==> config.mk <==
export PLATFORM = sky130hd
export DESIGN_NAME = fbsmr_mode_regs
export DESIGN_NICKNAME = d
export VERILOG_FILES = /design/src/core/fbsmr_pkg.sv /design/src/core/fbsmr_mode_regs.sv
export SDC_FILE = /design/constraint.sdc
export NUM_CORES = 1
export LEC_CHECK = 0
export ABC_CLOCK_PERIOD_IN_PS = 9200
export BUFFER_PORTS_ARGS = -buffer_cell sky130_fd_sc_hd__buf_4
export CORE_AREA = 2 2 94 96
export DETAILED_ROUTE_END_ITERATION = 6
export DIE_AREA = 0 0 96 98
export PLACE_DENSITY = 0.8
export SLEW_MARGIN = 20
export SYNTH_ARGS = -nofsm -noshare
export SYNTH_HDL_FRONTEND = slang
export SYNTH_SLANG_ARGS = --single-unit
==> constraint.sdc <==
create_clock -name CLOCK -period 9.2 [get_ports CLOCK]
set_clock_uncertainty 0.15 [all_clocks]
set_input_delay 1.84 -clock CLOCK [delete_from_list [all_inputs] [get_ports CLOCK]]
set_output_delay 1.84 -clock CLOCK [all_outputs]
set_load 0.05 [all_outputs]
==> src/core/fbsmr_pkg.sv <==
// Constants, bit positions and types of the fieldbus slave mode-register bank.
// Assumes one 100 MHz clock and an 8-bit register port with byte addresses.
//
// Notes on behaviour
// - Stay offline until host sets go bit
// - Feature flags enable freeze, sync, redundancy, clock-sync
// - Early-ready bit moves bus ready one clock earlier
// - Interrupt polarity bit; quiet time 1 us or 1 ms
// - Watchdog and user timer tick base selection
// - Stop/start check disables; parameter telegram overwrites both in cyclic mode
// - Fail-safe bit accepts zero-length data telegrams
// - Parameter data goes to dedicated buffer
// - Separate set and clear addresses, write-one semantics
// - Reload bit reloads user watchdog, then clears
// - Config swap on acknowledge only when enabled
// - Leave-master and go-offline requests clear themselves
// - Done bit drops interrupt, then clears itself
// - Go bit: offline to idle, timers start
// - Global telegram interrupt: every, changed, or command
// - Reserved-bit check of global telegrams, skippable
// - Source access point check when enabled
// - Data-out interrupt every telegram or on change
package fbsmr_pkg;

  // Register byte addresses
  localparam logic [7:0] ADDR_FEATURE_LO = 8'h06;
  localparam logic [7:0] ADDR_FEATURE_HI = 8'h07;
  localparam logic [7:0] ADDR_CMD_SET = 8'h08;
  localparam logic [7:0] ADDR_CMD_CLR = 8'h09;
  localparam logic [7:0] ADDR_TELE_CHK = 8'h0C;
  localparam logic [7:0] ADDR_ISO_EXT = 8'h12;
  localparam logic [7:0] ADDR_CMD_READ = 8'h15;

  // feature_config_word fields
  localparam int FT_START_CHK_OFF = 0;
  localparam int FT_STOP_CHK_OFF = 1;
  localparam int FT_WD_TICK_SEL = 2;
  localparam int FT_CLK_SYNC = 3;
  localparam int FT_IRQ_POL = 4;
  localparam int FT_EARLY_RDY = 5;
  localparam int FT_SYNC_SUP = 6;
  localparam int FT_FREEZE_SUP = 7;
  localparam int FT_CYCLIC = 8;
  localparam int FT_IRQ_QUIET = 9;
  localparam int FT_USER_TICK = 10;
  localparam int FT_EXT_PRM = 11;
  localparam int FT_SPEC_PRM = 12;
  localparam int FT_SPEC_CLEAR = 13;
  localparam int FT_REDUND = 14;
  localparam logic [7:0] FEATURE_HI_MASK = 8'h7F;

  // runtime_command fields
  localparam int CMD_GO = 0;
  localparam int CMD_IRQ_DONE = 1;
  localparam int CMD_OFFLINE = 2;
  localparam int CMD_LEAVE = 3;
  localparam int CMD_CFG_SWAP = 4;
  localparam int CMD_DOG_RELOAD = 5;
  localparam logic [7:0] CMD_MASK = 8'h3F;

  // telegram_check_config fields
  localparam int TC_GLOBAL_EVERY = 0;
  localparam int TC_SKIP_GLOBAL_RES = 1;
  localparam int TC_SYNC_ENA = 4;
  localparam int TC_SYNC_POL = 5;
  localparam int TC_LARGE_RAM = 7;

  // isochronous_ext_config fields
  localparam int IX_GLOBAL_CMD_CHG = 0;
  localparam int IX_DATAOUT_CHG = 1;
  localparam int IX_SSAP_CHK = 2;
  localparam int IX_PLL = 3;
  localparam logic [7:0] ISO_MASK = 8'h0F;

  // Reset values
  localparam logic [15:0] FEATURE_RST = 16'h0000;
  localparam logic [7:0] CMD_RST = 8'h00;
  localparam logic [7:0] TELE_CHK_RST = 8'h01;
  localparam logic [7:0] ISO_RST = 8'h00;

  // Timing
  localparam int unsigned CLK_PERIOD_NS = 10;
  localparam int unsigned QUIET_SHORT_NS = 1000;
  localparam int unsigned MS_NS = 1000000;
  localparam int unsigned QUIET_SHORT_CYCLES = (QUIET_SHORT_NS + CLK_PERIOD_NS - 1) / CLK_PERIOD_NS;
  localparam int unsigned MS_CYCLES_DEF = MS_NS / CLK_PERIOD_NS;
  localparam logic [3:0] TEN_MS_TICKS = 4'hA;

  typedef enum logic {
    LINK_OFFLINE = 1'b0,
    LINK_PASSIVE_IDLE = 1'b1
  } fbsmr_link_t;

endpackage : fbsmr_pkg

==> src/core/fbsmr_mode_regs.sv <==
// Mode-register bank: configuration words, runtime command register,
// offline/idle control, interrupt pin shaping, time-base ticks, telegram filters.
// Assumes the host port and all event inputs run on CLOCK; the host keeps
// strobes one cycle long and never both at once.
`timescale 1ns/1ps
module fbsmr_mode_regs #(
  parameter int unsigned MS_CYCLES = fbsmr_pkg::MS_CYCLES_DEF
) (
  input wire logic CLOCK,
  input wire logic RST,
  input wire logic [7:0] ADDR,
  input wire logic [7:0] WDATA,
  input wire logic WR_STB,
  input wire logic RD_STB,
  output logic [7:0] RDATA,
  input wire logic IRQ_PENDING,
  input wire logic REQ_DONE,
  input wire logic PRM_RX,
  input wire logic [1:0] PRM_CHECK_BITS,
  input wire logic IN_DATA_EXCH,
  input wire logic DX_RX,
  input wire logic DX_LEN_ZERO,
  input wire logic DX_DIFFERS,
  input wire logic CFG_OK_CMD,
  input wire logic GC_RX,
  input wire logic GC_CHANGED,
  input wire logic GC_CMD_CHANGED,
  input wire logic GC_RES_BAD,
  input wire logic RX_TELEGRAM,
  input wire logic SSAP_DEFAULT,
  output logic IRQ_PIN,
  output logic ONLINE,
  output logic TIMERS_START,
  output logic SAP_DEFAULTS_LOAD,
  output logic DOG_RELOAD,
  output logic LEAVE_MASTER_REQ,
  output logic CFG_SWAP,
  output logic DX_ACCEPT,
  output logic DX_IRQ,
  output logic GC_IRQ,
  output logic GC_REJECT,
  output logic RX_PROCESS,
  output logic WD_TICK,
  output logic USER_TICK,
  output logic FREEZE_ON,
  output logic SYNC_MODE_ON,
  output logic REDUNDANCY_ON,
  output logic CLOCK_SYNC_ON,
  output logic EARLY_READY,
  output logic STOP_CHECK_OFF,
  output logic START_CHECK_OFF,
  output logic ZERO_LEN_OK,
  output logic PRM_TO_SPECIAL,
  output logic EXT_PRM_SAP_ON,
  output logic CYCLIC_ON,
  output logic LARGE_RAM,
  output logic SYNC_PULSE_ON,
  output logic SYNC_POS_POL,
  output logic PLL_ON
);
  import fbsmr_pkg::*;

  localparam logic [19:0] QUIET_LONG = 20'(MS_CYCLES);
  localparam logic [19:0] QUIET_SHORT = 20'(QUIET_SHORT_CYCLES);
  localparam logic [19:0] MS_LAST = 20'(MS_CYCLES - 1);

  logic [15:0] feature_reg;
  logic [7:0] cmd_reg;
  logic [7:0] cmd_next;
  logic [7:0] tele_reg;
  logic [7:0] iso_reg;
  fbsmr_link_t link_reg;
  logic [7:0] set_vec;
  logic [7:0] clr_vec;
  logic [7:0] hw_clr;
  logic cfg_wr_ok;
  logic start_fire;
  logic offline_fire;
  logic [19:0] quiet_reg;
  logic irq_active_reg;
  logic irq_active_next;
  logic [19:0] ms_cnt_reg;
  logic [3:0] ten_cnt_reg;
  logic ms_hit;
  logic ten_hit;
  logic dx_ok;
  logic [7:0] rdata_reg;
  logic irq_pin_reg;
  logic online_reg;
  logic timers_start_reg;
  logic sap_load_reg;
  logic dog_reload_reg;
  logic leave_reg;
  logic cfg_swap_reg;
  logic dx_accept_reg;
  logic dx_irq_reg;
  logic gc_irq_reg;
  logic gc_reject_reg;
  logic rx_process_reg;
  logic wd_tick_reg;
  logic user_tick_reg;

  // Write-one set and clear; the set side wins over any clear in the same cycle
  function automatic logic [7:0] fbsmr_cmd_f(input logic [7:0] cur, input logic [7:0] set,
                                              input logic [7:0] clr, input logic [7:0] hw);
    return ((cur & ~clr & ~hw) | set) & CMD_MASK;
  endfunction : fbsmr_cmd_f

  // Two-way tick pick, used for both time bases
  function automatic logic fbsmr_pick_f(input logic sel, input logic when_one, input logic when_zero);
    return sel ? when_one : when_zero;
  endfunction : fbsmr_pick_f

  // Config words are frozen to host writes once the link leaves offline
  assign cfg_wr_ok = WR_STB && (link_reg == LINK_OFFLINE);
  assign set_vec = (WR_STB && ADDR == ADDR_CMD_SET) ? WDATA : 8'h00;
  assign clr_vec = (WR_STB && ADDR == ADDR_CMD_CLR) ? WDATA : 8'h00;
  assign start_fire = (link_reg == LINK_OFFLINE) && cmd_reg[CMD_GO];
  assign offline_fire = (link_reg == LINK_PASSIVE_IDLE) && cmd_reg[CMD_OFFLINE] && REQ_DONE;

  // Hardware clears of the self-clearing command bits
  always_comb begin
    hw_clr = 8'h00;
    hw_clr[CMD_DOG_RELOAD] = cmd_reg[CMD_DOG_RELOAD];
    hw_clr[CMD_LEAVE] = cmd_reg[CMD_LEAVE];
    hw_clr[CMD_IRQ_DONE] = cmd_reg[CMD_IRQ_DONE];
    hw_clr[CMD_OFFLINE] = offline_fire | start_fire;
    hw_clr[CMD_GO] = offline_fire;
    cmd_next = fbsmr_cmd_f(cmd_reg, set_vec, clr_vec, hw_clr);
  end

  // Runtime command register
  always_ff @(posedge CLOCK or posedge RST) begin
    if (RST) begin
      cmd_reg <= CMD_RST;
    end else begin
      cmd_reg <= cmd_next;
    end
  end

  // Feature word; a parameter telegram rewrites the two check bits in cyclic mode
  always_ff @(posedge CLOCK or posedge RST) begin
    if (RST) begin
      feature_reg <= FEATURE_RST;
    end else begin
      if (cfg_wr_ok && ADDR == ADDR_FEATURE_HI) begin
        feature_reg[15:8] <= WDATA & FEATURE_HI_MASK;
      end
      if (cfg_wr_ok && ADDR == ADDR_FEATURE_LO) begin
        feature_reg[7:0] <= WDATA;
      end
      if (PRM_RX && feature_reg[FT_CYCLIC]) begin
        feature_reg[1:0] <= PRM_CHECK_BITS;
      end
    end
  end

  // Telegram check and isochronous extension words, write only
  always_ff @(posedge CLOCK or posedge RST) begin
    if (RST) begin
      tele_reg <= TELE_CHK_RST;
      iso_reg <= ISO_RST;
    end else begin
      if (cfg_wr_ok && ADDR == ADDR_TELE_CHK) begin
        tele_reg <= WDATA;
      end
      if (cfg_wr_ok && ADDR == ADDR_ISO_EXT) begin
        iso_reg <= WDATA & ISO_MASK;
      end
    end
  end

  // Offline / passive-idle state
  always_ff @(posedge CLOCK or posedge RST) begin
    if (RST) begin
      link_reg <= LINK_OFFLINE;
    end else begin
      case (link_reg)
        LINK_OFFLINE: begin
          if (start_fire) begin
            link_reg <= LINK_PASSIVE_IDLE;
          end
        end
        LINK_PASSIVE_IDLE: begin
          if (offline_fire) begin
            link_reg <= LINK_OFFLINE;
          end
        end
        default: begin
          link_reg <= LINK_OFFLINE;
        end
      endcase
    end
  end

  // Interrupt pin: done bit drops it, then a quiet time must pass before re-arming
  assign irq_active_next = cmd_reg[CMD_IRQ_DONE] ? 1'b0 :
                           (irq_active_reg | (IRQ_PENDING && quiet_reg == 20'h00000));

  always_ff @(posedge CLOCK or posedge RST) begin
    if (RST) begin
      irq_active_reg <= 1'b0;
      quiet_reg <= 20'h00000;
      irq_pin_reg <= 1'b1;
    end else begin
      irq_active_reg <= irq_active_next;
      if (cmd_reg[CMD_IRQ_DONE]) begin
        quiet_reg <= feature_reg[FT_IRQ_QUIET] ? QUIET_LONG : QUIET_SHORT;
      end else if (quiet_reg != 20'h00000) begin
        quiet_reg <= quiet_reg - 20'h00001;
      end
      irq_pin_reg <= feature_reg[FT_IRQ_POL] ? irq_active_next : ~irq_active_next;
    end
  end

  // Millisecond prescaler and decade; restarted by the go bit, idle offline
  assign ms_hit = (link_reg == LINK_PASSIVE_IDLE) && (ms_cnt_reg == MS_LAST);
  assign ten_hit = ms_hit && (ten_cnt_reg == TEN_MS_TICKS - 4'h1);

  always_ff @(posedge CLOCK or posedge RST) begin
    if (RST) begin
      ms_cnt_reg <= 20'h00000;
      ten_cnt_reg <= 4'h0;
    end else if (start_fire || link_reg == LINK_OFFLINE) begin
      ms_cnt_reg <= 20'h00000;
      ten_cnt_reg <= 4'h0;
    end else if (ms_hit) begin
      ms_cnt_reg <= 20'h00000;
      ten_cnt_reg <= ten_hit ? 4'h0 : ten_cnt_reg + 4'h1;
    end else begin
      ms_cnt_reg <= ms_cnt_reg + 20'h00001;
    end
  end

  // Tick outputs: watchdog 10 ms at zero, user timer 1 ms at zero
  always_ff @(posedge CLOCK or posedge RST) begin
    if (RST) begin
      wd_tick_reg <= 1'b0;
      user_tick_reg <= 1'b0;
    end else begin
      wd_tick_reg <= fbsmr_pick_f(feature_reg[FT_WD_TICK_SEL], ms_hit, ten_hit);
      user_tick_reg <= fbsmr_pick_f(feature_reg[FT_USER_TICK], ten_hit, ms_hit);
    end
  end

  // Command side effects: one-cycle pulses, plus the online level
  always_ff @(posedge CLOCK or posedge RST) begin
    if (RST) begin
      timers_start_reg <= 1'b0;
      sap_load_reg <= 1'b0;
      dog_reload_reg <= 1'b0;
      leave_reg <= 1'b0;
      cfg_swap_reg <= 1'b0;
      online_reg <= 1'b0;
    end else begin
      timers_start_reg <= start_fire;
      sap_load_reg <= start_fire && feature_reg[FT_CYCLIC];
      dog_reload_reg <= cmd_reg[CMD_DOG_RELOAD];
      leave_reg <= cmd_reg[CMD_LEAVE];
      cfg_swap_reg <= CFG_OK_CMD && cmd_reg[CMD_CFG_SWAP];
      online_reg <= (link_reg == LINK_OFFLINE) ? start_fire : ~offline_fire;
    end
  end

  // Zero-length data telegrams pass only in fail-safe mode
  assign dx_ok = DX_RX && IN_DATA_EXCH && (!DX_LEN_ZERO || feature_reg[FT_SPEC_CLEAR]);

  // Telegram filters
  always_ff @(posedge CLOCK or posedge RST) begin
    if (RST) begin
      dx_accept_reg <= 1'b0;
      dx_irq_reg <= 1'b0;
      gc_irq_reg <= 1'b0;
      gc_reject_reg <= 1'b0;
      rx_process_reg <= 1'b0;
    end else begin
      dx_accept_reg <= dx_ok;
      dx_irq_reg <= dx_ok && (!iso_reg[IX_DATAOUT_CHG] || DX_DIFFERS);
      gc_reject_reg <= GC_RX && !tele_reg[TC_SKIP_GLOBAL_RES] && GC_RES_BAD;
      gc_irq_reg <= GC_RX && (tele_reg[TC_SKIP_GLOBAL_RES] || !GC_RES_BAD) &&
                    (tele_reg[TC_GLOBAL_EVERY] ||
                     (iso_reg[IX_GLOBAL_CMD_CHG] ? GC_CMD_CHANGED : GC_CHANGED));
      rx_process_reg <= RX_TELEGRAM && (!iso_reg[IX_SSAP_CHK] || SSAP_DEFAULT);
    end
  end

  // Read port: data stand only in the cycle after the strobe
  always_ff @(posedge CLOCK or posedge RST) begin
    if (RST) begin
      rdata_reg <= 8'h00;
    end else if (RD_STB) begin
      case (ADDR)
        ADDR_FEATURE_LO: rdata_reg <= feature_reg[7:0];
        ADDR_FEATURE_HI: rdata_reg <= feature_reg[15:8];
        ADDR_CMD_READ: rdata_reg <= cmd_reg;
        default: rdata_reg <= 8'h00;
      endcase
    end else begin
      rdata_reg <= 8'h00;
    end
  end

  // Outputs, all straight from flip-flops
  assign RDATA = rdata_reg;
  assign IRQ_PIN = irq_pin_reg;
  assign ONLINE = online_reg;
  assign TIMERS_START = timers_start_reg;
  assign SAP_DEFAULTS_LOAD = sap_load_reg;
  assign DOG_RELOAD = dog_reload_reg;
  assign LEAVE_MASTER_REQ = leave_reg;
  assign CFG_SWAP = cfg_swap_reg;
  assign DX_ACCEPT = dx_accept_reg;
  assign DX_IRQ = dx_irq_reg;
  assign GC_IRQ = gc_irq_reg;
  assign GC_REJECT = gc_reject_reg;
  assign RX_PROCESS = rx_process_reg;
  assign WD_TICK = wd_tick_reg;
  assign USER_TICK = user_tick_reg;
  // Configuration flags read by the protocol engine
  assign FREEZE_ON = feature_reg[FT_FREEZE_SUP];
  assign SYNC_MODE_ON = feature_reg[FT_SYNC_SUP];
  assign REDUNDANCY_ON = feature_reg[FT_REDUND];
  assign CLOCK_SYNC_ON = feature_reg[FT_CLK_SYNC];
  assign EARLY_READY = feature_reg[FT_EARLY_RDY];
  assign STOP_CHECK_OFF = feature_reg[FT_STOP_CHK_OFF];
  assign START_CHECK_OFF = feature_reg[FT_START_CHK_OFF];
  assign ZERO_LEN_OK = feature_reg[FT_SPEC_CLEAR];
  assign PRM_TO_SPECIAL = feature_reg[FT_SPEC_PRM];
  assign EXT_PRM_SAP_ON = feature_reg[FT_EXT_PRM];
  assign CYCLIC_ON = feature_reg[FT_CYCLIC];
  assign LARGE_RAM = tele_reg[TC_LARGE_RAM];
  assign SYNC_PULSE_ON = tele_reg[TC_SYNC_ENA];
  assign SYNC_POS_POL = tele_reg[TC_SYNC_POL];
  // Loop enable passed as written; the host pairs it with the sync enable
  assign PLL_ON = iso_reg[IX_PLL];
endmodule : fbsmr_mode_regs

==> results of run 1 <==
==> area by class of cell <==
cell class / count / share of cell area [%]
flip-flops and latches: 97 / 46.1
multi-input cells: 281 / 36.4
clock buffers: 9 / 2.35
inverters: 14 / 1.04
well taps: 108 / 2.56
repair buffers: 73 / 10.4
clock inverters: 7 / 1.14
==> cell families after synthesis <==
| family | synth area share, % |
|---|---|
| buffers and inverters | 2.69 |
| muxes | 8.87 |
| adders and majority gates | 1.40 |
| DFF | 54.4 |
| xor gates and xnor gates | 5.68 |
| AOI/OAI and AO/OA | 6.49 |
| and+or+nand+nor | 20.5 |
==> synth_stat cells, drive strengths merged (3+ instances only) <==
cell type	count	area [sq um]
nand2	27	101
nor4b	3	26.3
clkbuf	10	37.5
inv	14	52.6
nand3b	3	22.5
a21oi	13	65.1
xor2	12	105
mux2	29	327
mux2i	7	70.1
buf	3	30.0
and4	3	26.3
xnor2	17	149
nor2	42	158
and2	11	68.8
nor3b	5	37.5
and3	3	18.8
ha	5	62.6
or3	6	37.5
nand3	17	85.1
nor3	12	71.3
a22oi	6	45.0
o21ai	4	20.0
or4	5	46.3
nor4	9	62.6
o31ai	7	52.6
nand4	5	31.3
nor2b	11	68.8
dfrtp	95	2380
==> routing by layer <==
| layer | global-route usage (%) | up-vias | wire, microns |
|---|---|---|---|
| li1 | - | 1563 | - |
| met1 | 29.7 | 1647 | 4180 |
| met2 | 32.4 | 85 | 4460 |
| met3 | 4.40 | 10 | 491 |
| met4 | 7.25 | 0 | 112 |
| met5 | 0 | - | 0 |
==> where the power goes <==
group	switching (mW)	internal [mW]
sequential	0.0732	0.489
combinational	0.148	0.114
clock	0.163	0.104
==> metrics by stage <==
stage               power [mW]  setup WS, ns  std cells  utilization (%)  area, sq um
global placement         0.818          5.32        573             60.1         5090
floorplan                0.756          4.68        405                -         4470
global route              1.15          5.47        589             62.3         5270
finish                    1.09          5.62        589             62.3         5270
CTS                       1.09          5.63        589             62.3         5270
detailed placement       0.831          5.23        573             60.1         5090
==> path summary, 6_finish.rpt <==
check	from	end	cells after the start
min reg2reg	cmd_reg[3]	LEAVE_MASTER_REQ	0
max reg2reg	quiet_reg[12]	quiet_reg[8]	5
min in group asynchronous	RST	quiet_reg[12]	2
min	cmd_reg[3]	LEAVE_MASTER_REQ	0
max in group asynchronous	RST	cmd_reg[4]	3
max	ADDR[3]	feature_reg[11]	5
==> impl_results.md, run 1 <==
- Drt initial violations: about 160
- Seq cells post-synth: 97
- Total Wirelength: ~9000 microns
- Minimum clock period: 3.58 ns
- Fin. max-slew vios: 0
- PostCTS Resize Cnt: 0
- CP Max Fanout: 9
- Root Driver: clkbuf_8
- Syn_area_per_cell: between 10 and 15 sq um
- Placeable Area: between 8000 and 9000 sq um
- Row cnt: 34
- Synth warn: 0
- Slowest cell delay on critical path: between 0.4 and 0.5 ns
- Initial antenna violation count: 0
- Flop2flop setup slack: roughly 6.5 ns
- Slew margin rel.: around half
- Number of flops mapped to enable cells by yosys: 0
- Post-CTS Setup Bufs: 0
- Period utilization: 38.9%
- Most common cell on crit path: and4b_1
- Syn_nets: between 400 and 500
- Num CTS Buffers: 9
- Slew @ Worst Pin: approximately 0.76 ns
- Fillers: between 600 and 700
- Most common cell after layout, fill and taps aside: dfrtp_1
- Multi-input gate area: ~1900 sq um
- Most frequent cells in the layout: dfrtp_1 (95), buf_4 (73), nor2_1 (42)
- Die area: between 9000 and 10000 sq um
- Hpwl dp: 6530 microns
- Setup crit end kind: flop
- Run status: finished, final reports clean
- Min-Delay Path Class: reg -> reg
- Detailed Routing Iterations Pass 1: 4
- ANT cells: 0
- Worst EP arrival: 3.68 ns
- Post-synth cell types: 48
- Syn Inst Count: 405
- Clock Latency Late Sink: approximately 0.36 ns
- Share of cells above drive strength 1: 26.8%
- Starting Density: a little over half
- GRT Residual Overflow: 0
- Area grow syn2layout: 17.9%
- Peak supply drop: about 110 uV
- CP max stage cell: and4b_1
- Tot GR Track Use: a little over a fifth
- Count of final hold-check violations: 0
- Max cap viols: 0
- # clock sinks: 97
- First-pass GRT wire length: 15600 microns
- Critical path buffers and inverters: 1
- Asr flop ratio synth: 100%
- WL/cell: between 15 and 20 microns
- Sequential Area: roughly 2400 sq um
- Clock slew at reported path FFs: 0.10 ns
- H-Tree Depth: 3
- Buffers on Ports: 72
- Ys flop type: dfrtp_1
- Via Count: 3305
- Hold_buf cts: 0
- Number of remaining DRC errors: 0
- Critical-path cell list: buf_4 -> nor4_1 -> and4b_1 -> and4b_1 -> mux2_2
- Critical path class: in -> reg
- Worst Setup Start Kind: primary input
- Clock buffer depth: 2
- FMAX: 280 MHz
- Mapped Area: ~4500 sq um
- Post-route ant nets: 0
- Nets: ~520
- CP top delay family: simple AND/OR/NAND/NOR gates
- Routability cong.: roughly 0.82
- WHS: between 0.2 and 0.3 ns
- Setup TNS: 0 ns
- Vias in the first global route: ~3300
- DR vias/cell: about 5.6
- Largest net degree at the start of global routing: 52
- Pwr per Cell Area: ~210 nW/um^2
- CTS tree: yes
- Vert. Die Dim: ~98 microns
- Critical Path RT: slightly above 9 ns
- Leak pwr: roughly 2.4 nW
- IO Count: 73
- Seq/Total Area, Yosys: 54.4%
- Setup violators final: 0
- RSZ-0062 raised after global routing: false
- Die X: approximately 96 microns
Power figures use the tool's default switching activity.
==> inputs of run 2 (changes only) <==
- ABC_AREA: unset -> 1
- ABC_CLOCK_PERIOD_IN_PS: 9200 -> 3600
- CORE_AREA: 2 2 94 96 -> 2 2 98 100
- DIE_AREA: 0 0 96 98 -> 0 0 100 102
- clock period: 9.2 -> 3.6 ns (I/O delays scaled with it)
==> run 2 against run 1 <==
  * Sequential power is 150% higher
  * First-iteration DRC count up 61%
  * Register-to-register slack worse by 5.0 ns
  * Design area grew 9.0%
  * Critical path type is now reg -> reg
==> impl_results.md, run 2 <==
- PostCTS Resize Cnt: 0
- WL/cell: approximately 15 microns
- Slowest cell delay on critical path: roughly 0.47 ns
- Synth warn: 0
- H-Tree Depth: 3
- Placeable Area: slightly above 9000 sq um
- Post-synth cell types: just over 40
- Number of remaining DRC errors: 0
- Max cap viols: 0
- Worst Setup Start Kind: flop
- Most common cell in the netlist: nand2_1
- Detailed Routing Iterations Pass 1: 4
- Reg power frac: 48.2%
- Period utilization: between 50 and 60%
- Pwr per Cell Area: between 500 and 600 nW/um^2
- Seq cells post-synth: 97
- Die area: approximately 10000 sq um
- CP top delay family: simple AND/OR/NAND/NOR gates
- Clock buffer depth: 2
- P_int: 1.80 mW
- FMAX: around 470 MHz
- Setup violators final: 0
- Routability cong.: a little over 0.9
- Nets: 729
- Mapped Area: just under 5000 sq um
- Post-route ant nets: 0
- Largest net degree at the start of global routing: 57
- ANT cells: 0
- Psw: roughly 1.1 mW
- Num CTS Buffers: 9
- Hold Crit Start: cmd_reg[3]
- Starting Density: between 50% and 60%
- Share of cells above drive strength 1: 17.5%
- Most frequent cells in the layout: nand2_1 (140), dfrtp_1 (95), nor2_1 (90)
- First-pass GRT wire length: ~20000 microns
- Sw frac: a little under two fifths
- Area grow syn2layout: 17.4%
- RSZ-0062 raised after global routing: false
- Vias in the first global route: about 4200
- Initial antenna violation count: 0
- Combinational share of power: 27.5%
- Syn Inst Count: ~610
- Synth top area cells: dfrtp_1 (49%), nand2_1 (11%), nor2_1 (6.9%)
- CP Max Fanout: 11
- Min-Delay Path Class: reg -> reg
- Most common cell on crit path: nand2_1
- CP max stage cell: dfrtp_1
- Drt initial violations: roughly 260
- Setup TNS: 0 ns
- Critical path buffers and inverters: 0
- Slew @ Worst Pin: between 0.6 and 0.7 ns
- Leak pwr: 2.81 nW
- GRT Residual Overflow: 0
- Leading cell types by count after synthesis: nand2_1 (140), dfrtp_1 (95), nor2_1 (90), inv_1 (78), nand3_1 (51)
- CTS tree: yes
- Critical Path RT: 3.69 ns
- Total Wirelength: roughly 12000 microns
- Fillers: just under 800
- DR vias/cell: roughly 5.4
- Crit path from: ms_cnt_reg[0]
- Fin. max-slew vios: 0
- Clock power frac: about 24%
- Vert. Die Dim: a little over 100 microns
- Slew margin rel.: 53.5%
- Count of final hold-check violations: 0
- Asr flop ratio synth: 100%
- Seq/Total Area, Yosys: approximately half
- Proportion of netlist area held by the largest area contributor: about half
- Tot GR Track Use: between 20% and 30%
- Ys flop type: dfrtp_1
- Run status: finished, final reports clean
- Peak supply drop: ~230 uV
- Via Count: about 4400
- Hold_buf cts: 0
- Minimum clock period: about 2.1 ns
- Critical-path cell list: ha_1 -> nand2_1 -> nor2_2 -> nand3_1 -> nand2_1 -> o21ai_0
- Worst EP arrival: approximately 2.2 ns
- Buffers on Ports: 72
- IO Count: 73
- Number of flops mapped to enable cells by yosys: 0
- RR Startpoint: ms_cnt_reg[0]
- Hpwl dp: between 8000 and 9000 microns
- Die X: about 100 microns
- Syn_area_per_cell: 8.02 sq um
- Setup crit end kind: flop
- # clock sinks: between 90 and 100
- Post-CTS Setup Bufs: 0
- Syn_nets: 652
- Critical path class: reg -> reg
- Clock Latency Late Sink: between 0.3 and 0.4 ns
- Clock slew at reported path FFs: roughly 0.11 ns
- Most common cell after layout, fill and taps aside: nand2_1
- Root Driver: clkbuf_8
- Row cnt: 35
- Leading area contributor after synthesis: dfrtp_1
- WHS: 0.268 ns
==> run 2: changes by cell type in the layout (fill, tap and decap cells not counted), sizes merged, moves of 15 or more <==
| cell | delta |
|---|---|
| mux2 | -28 |
| inv | +66 |
| o21ai | +35 |
| nor2 | +52 |
| xnor2 | -15 |
| nand2 | +113 |
| nand4 | +16 |
| nand3 | +36 |
==> run 2: metal layers <==
| metal | share of wire (%) | wire (microns) | global-route usage, % |
|---|---|---|---|
| met1 | 45 | 5300 | 34.2 |
| met2 | 47 | 5570 | 40.5 |
| met3 | 5.6 | 659 | 5.06 |
| met4 | 2.0 | 238 | 7.59 |
| met5 | 0 | 0 | 0 |
==> run 2: stage by stage <==
stage	area, sq um	cells	power (mW)	setup WS, ns	util [%]
floorplan	4900	611	1.98	0.200	-
global placement	5560	788	2.18	1.27	61.0
detailed placement	5560	788	2.21	1.14	61.0
CTS	5750	804	2.91	1.45	63.1
global route	5750	804	3.10	1.29	63.1
finish	5750	804	2.91	1.46	63.1
==> run 2: final cells by class <==
type,instances,area [sq um],area share [%]
sequential,97,2430,42.3
multi-input combinational,425,2110,36.8
timing repair buffer,73,561,9.75
inverter,82,312,5.42
tap,111,139,2.42
clock buffer,10,138,2.39
clock inverter,6,56.3,0.979
==> run 2: final timing paths <==
check | to | slack, ns | cells after the start
hold / removal | LEAVE_MASTER_REQ | 0.27 | 0
max in group asynchronous | feature_reg[7] | 2.31 | 3
min in group asynchronous | ms_cnt_reg[6] | 0.32 | 2
setup / recovery | ten_cnt_reg[1] | 1.46 | 6
hold reg to reg | LEAVE_MASTER_REQ | 0.27 | 0
setup reg to reg | ten_cnt_reg[1] | 1.46 | 6
==> run 2: cells by family (layout without fill, tap and decap cells) <==
group | after synthesis | after routing | synth area share, %
muxes | 1 | 1 | 0.230
AOI/OAI and AO/OA | 60 | 60 | 7.61
DFF | 97 | 97 | 49.6
and+or+nand+nor | 340 | 340 | 30.7
buffers and inverters | 89 | 171 | 7.20
adders and majority gates | 5 | 5 | 1.28
xor gates and xnor gates | 19 | 19 | 3.40
==> run 2: power groups by stage <==
stage	registers, mW	logic (mW)	clock network [mW]
after floorplan	1.44	0.538	0
after global placement	1.41	0.767	0
after detailed placement	1.41	0.797	0
after CTS	1.40	0.799	0.720
after global routing	1.42	0.904	0.773
final	1.40	0.799	0.709
==> inputs of run 3 (changes only) <==
- ABC_CLOCK_PERIOD_IN_PS: 3600 -> 1800
- CORE_AREA: 2 2 98 100 -> 2 2 101 103
- DIE_AREA: 0 0 100 102 -> 0 0 103 105
- PLACE_DENSITY: 0.8 -> 0.79
- clock period: 3.6 -> 1.8 ns (I/O delays scaled with it)
==> run 3 against run 2 <==
  * Register-to-register slack worse by 1.4 ns
  * First-iteration DRC count up 12%
  * Critical endpoint is now quiet_reg[14]
  * Critical path type unchanged
  * Clock power grew 130%
==> impl_results.md, run 3 (synthesized netlist as in run 2, its figures left out) <==
- Worst EP arrival: between 1.5 and 2 ns
- Leak pwr: around 2.9 nW
- Pwr per Cell Area: 1020 nW/um^2
- Setup violators final: 0
- H-Tree Depth: 3
- Post-route ant nets: 0
- Tot GR Track Use: approximately a quarter
- ANT cells: 0
- Total Wirelength: around 12000 microns
- Share of cells above drive strength 1: 22.1%
- Placeable Area: 9640 sq um
- CTS tree: yes
- Power Total: between 6 and 7 mW
- Largest net degree at the start of global routing: 36
- Capture point of the worst path: quiet_reg[14]
- Combinational share of power: between 20 and 30%
- Slew margin rel.: roughly three quarters
- Slowest cell delay on critical path: roughly 0.42 ns
- First-pass GRT wire length: about 21000 microns
- Pre-CTS WS: -0.0341 ns
- Peak supply drop: approximately 570 uV
- Reg power frac: between 40 and 50%
- Area grow syn2layout: 24.5%
- Period utilization: 95.5%
- Slew @ Worst Pin: 0.364 ns
- Via Count: ~4500
- Most common cell after layout, fill and taps aside: nand2_1
- Starting Density: between 50 and 60%
- Flop2flop setup slack: 0.08 ns
- Row cnt: 36
- WL/cell: approximately 15 microns
- Initial antenna violation count: 0
- Critical Path RT: between 1.5 and 2 ns
- Die area: 10800 sq um
- Post-layout util: between 60% and 70%
- # clock sinks: 97
- Setup crit end kind: flop
- Detailed Routing Iterations Pass 1: 5
- Worst Setup Start Kind: flop
- Crit path from: quiet_reg[4]
- Run status: finished, final reports clean
- Vert. Die Dim: between 100 and 150 microns
- FMAX: between 500 and 600 MHz
- Clock buffer depth: 2
- Buffers on Ports: a little over 70
- CP max stage cell: dfrtp_1
- Routability cong.: between 0.8 and 0.9
- FF-to-FF path depth: 7
- P_int: ~4 mW
- Psw: ~2.2 mW
- IO Count: 73
- Die X: 103 microns
- Min-Delay Path Class: in -> reg
- GRT Residual Overflow: 0
- Critical-path cell list: nor2_1 -> nand2_1 -> nor2_2 -> nand4_1 -> buf_4 -> clkinvlp_4 -> nor3_1
- Max cap viols: 0
- Count of final hold-check violations: 0
- DR vias/cell: ~5.3
- Critical path class: reg -> reg
- Finished Cell Area: 6100 sq um
- R2r endpoint: quiet_reg[14]
- Vias in the first global route: approximately 4500
- Number of remaining DRC errors: 0
- Critical path depth: 7
- Nets: roughly 760
- Clock power frac: between 20% and 30%
- CP Max Fanout: 5
- Critical path buffers and inverters: 2
- Root Driver: clkbuf_8
- CP top delay family: simple AND/OR/NAND/NOR gates
- Hpwl dp: ~9500 microns
- Clock Latency Late Sink: 0.37 ns
- Sw frac: 35.9%
- Area post-placement: approximately 5800 sq um
- Num CTS Buffers: 9
- Drt initial violations: between 200 and 300
- Minimum clock period: approximately 1.7 ns
- Clock slew at reported path FFs: approximately 0.1 ns
- RR Startpoint: quiet_reg[4]
- Fin. max-slew vios: 0
- Most frequent cells in the layout: nand2_1 (137), dfrtp_1 (93), buf_4 (93)
- Crit path setup slack, layout: just over 0.08 ns
## run 3: timing repair
item                                    CTS  global route
hold endpoints to repair                 10             0
hold buffers                              2             0
pin swaps                                 0             2
gates resized for setup                   2            15
endpoints found under the setup margin    4            38
buffers inserted                          0             1
cloned                                    0             1
## run 3: per-stage QoR
stage / hold WS (ns) / setup TNS, ns / std cells
after detailed placement: 0.218 / -0.0341 / 832
final: 0.0317 / 0 / 852
after floorplan: 0.204 / 0 / 611
after CTS: 0.0143 / 0 / 850
after global placement: 0.216 / 0 / 832
after global routing: 0.0228 / -0.00300 / 852
## run 3: power by group through the flow
stage | sequential, mW | combinational (mW) | clock [mW]
6_report | 2.81 | 1.77 | 1.65
5_1_grt | 2.84 | 1.99 | 1.76
4_1_cts | 2.78 | 1.73 | 1.67
3_5_place_dp | 2.82 | 1.72 | 0
3_3_place_gp | 2.81 | 1.66 | 0
2_1_floorplan | 2.89 | 1.08 | 0
## run 3: worst min path at each step
stage                      end  slack, ns         from  depth (start not counted)
CTS                  DX_ACCEPT       0.01  DX_LEN_ZERO                          2
floorplan           DOG_RELOAD       0.20   cmd_reg[5]                          0
global route         DX_ACCEPT       0.02  DX_LEN_ZERO                          2
detailed placement  iso_reg[3]       0.22          RST                          2
finish               DX_ACCEPT       0.03  DX_LEN_ZERO                          2
global placement    iso_reg[3]       0.22          RST                          2
## run 3: layer usage
layer  up-vias  global-route usage [%]  wire (microns)
met3        37                    5.02             918
met4         0                    9.68             414
li1       2173                       -               -
met5         -                       0               0
met1      2120                    32.4            5150
met2       186                    39.3            5960
## run 3: worst reg2reg max path, stage by stage (launching register included)
cell	delay, ns
dfrtp_1	0.42
nor2_1	0.19
nand2_1	0.18
nor2_2	0.19
nand4_1	0.12
buf_4	0.18
clkinvlp_4	0.12
nor3_1	0.06
## run 3: layout make-up
type / instances / area, sq um
well taps: 133 / 166
clock inverters: 5 / 86.3
clock buffers: 11 / 151
inverters: 82 / 319
repair buffers: 98 / 778
multi-input cells: 425 / 2160
flip-flops and latches: 97 / 2430
fillers: 815 / 3540
repair inverters: 1 / 7.51
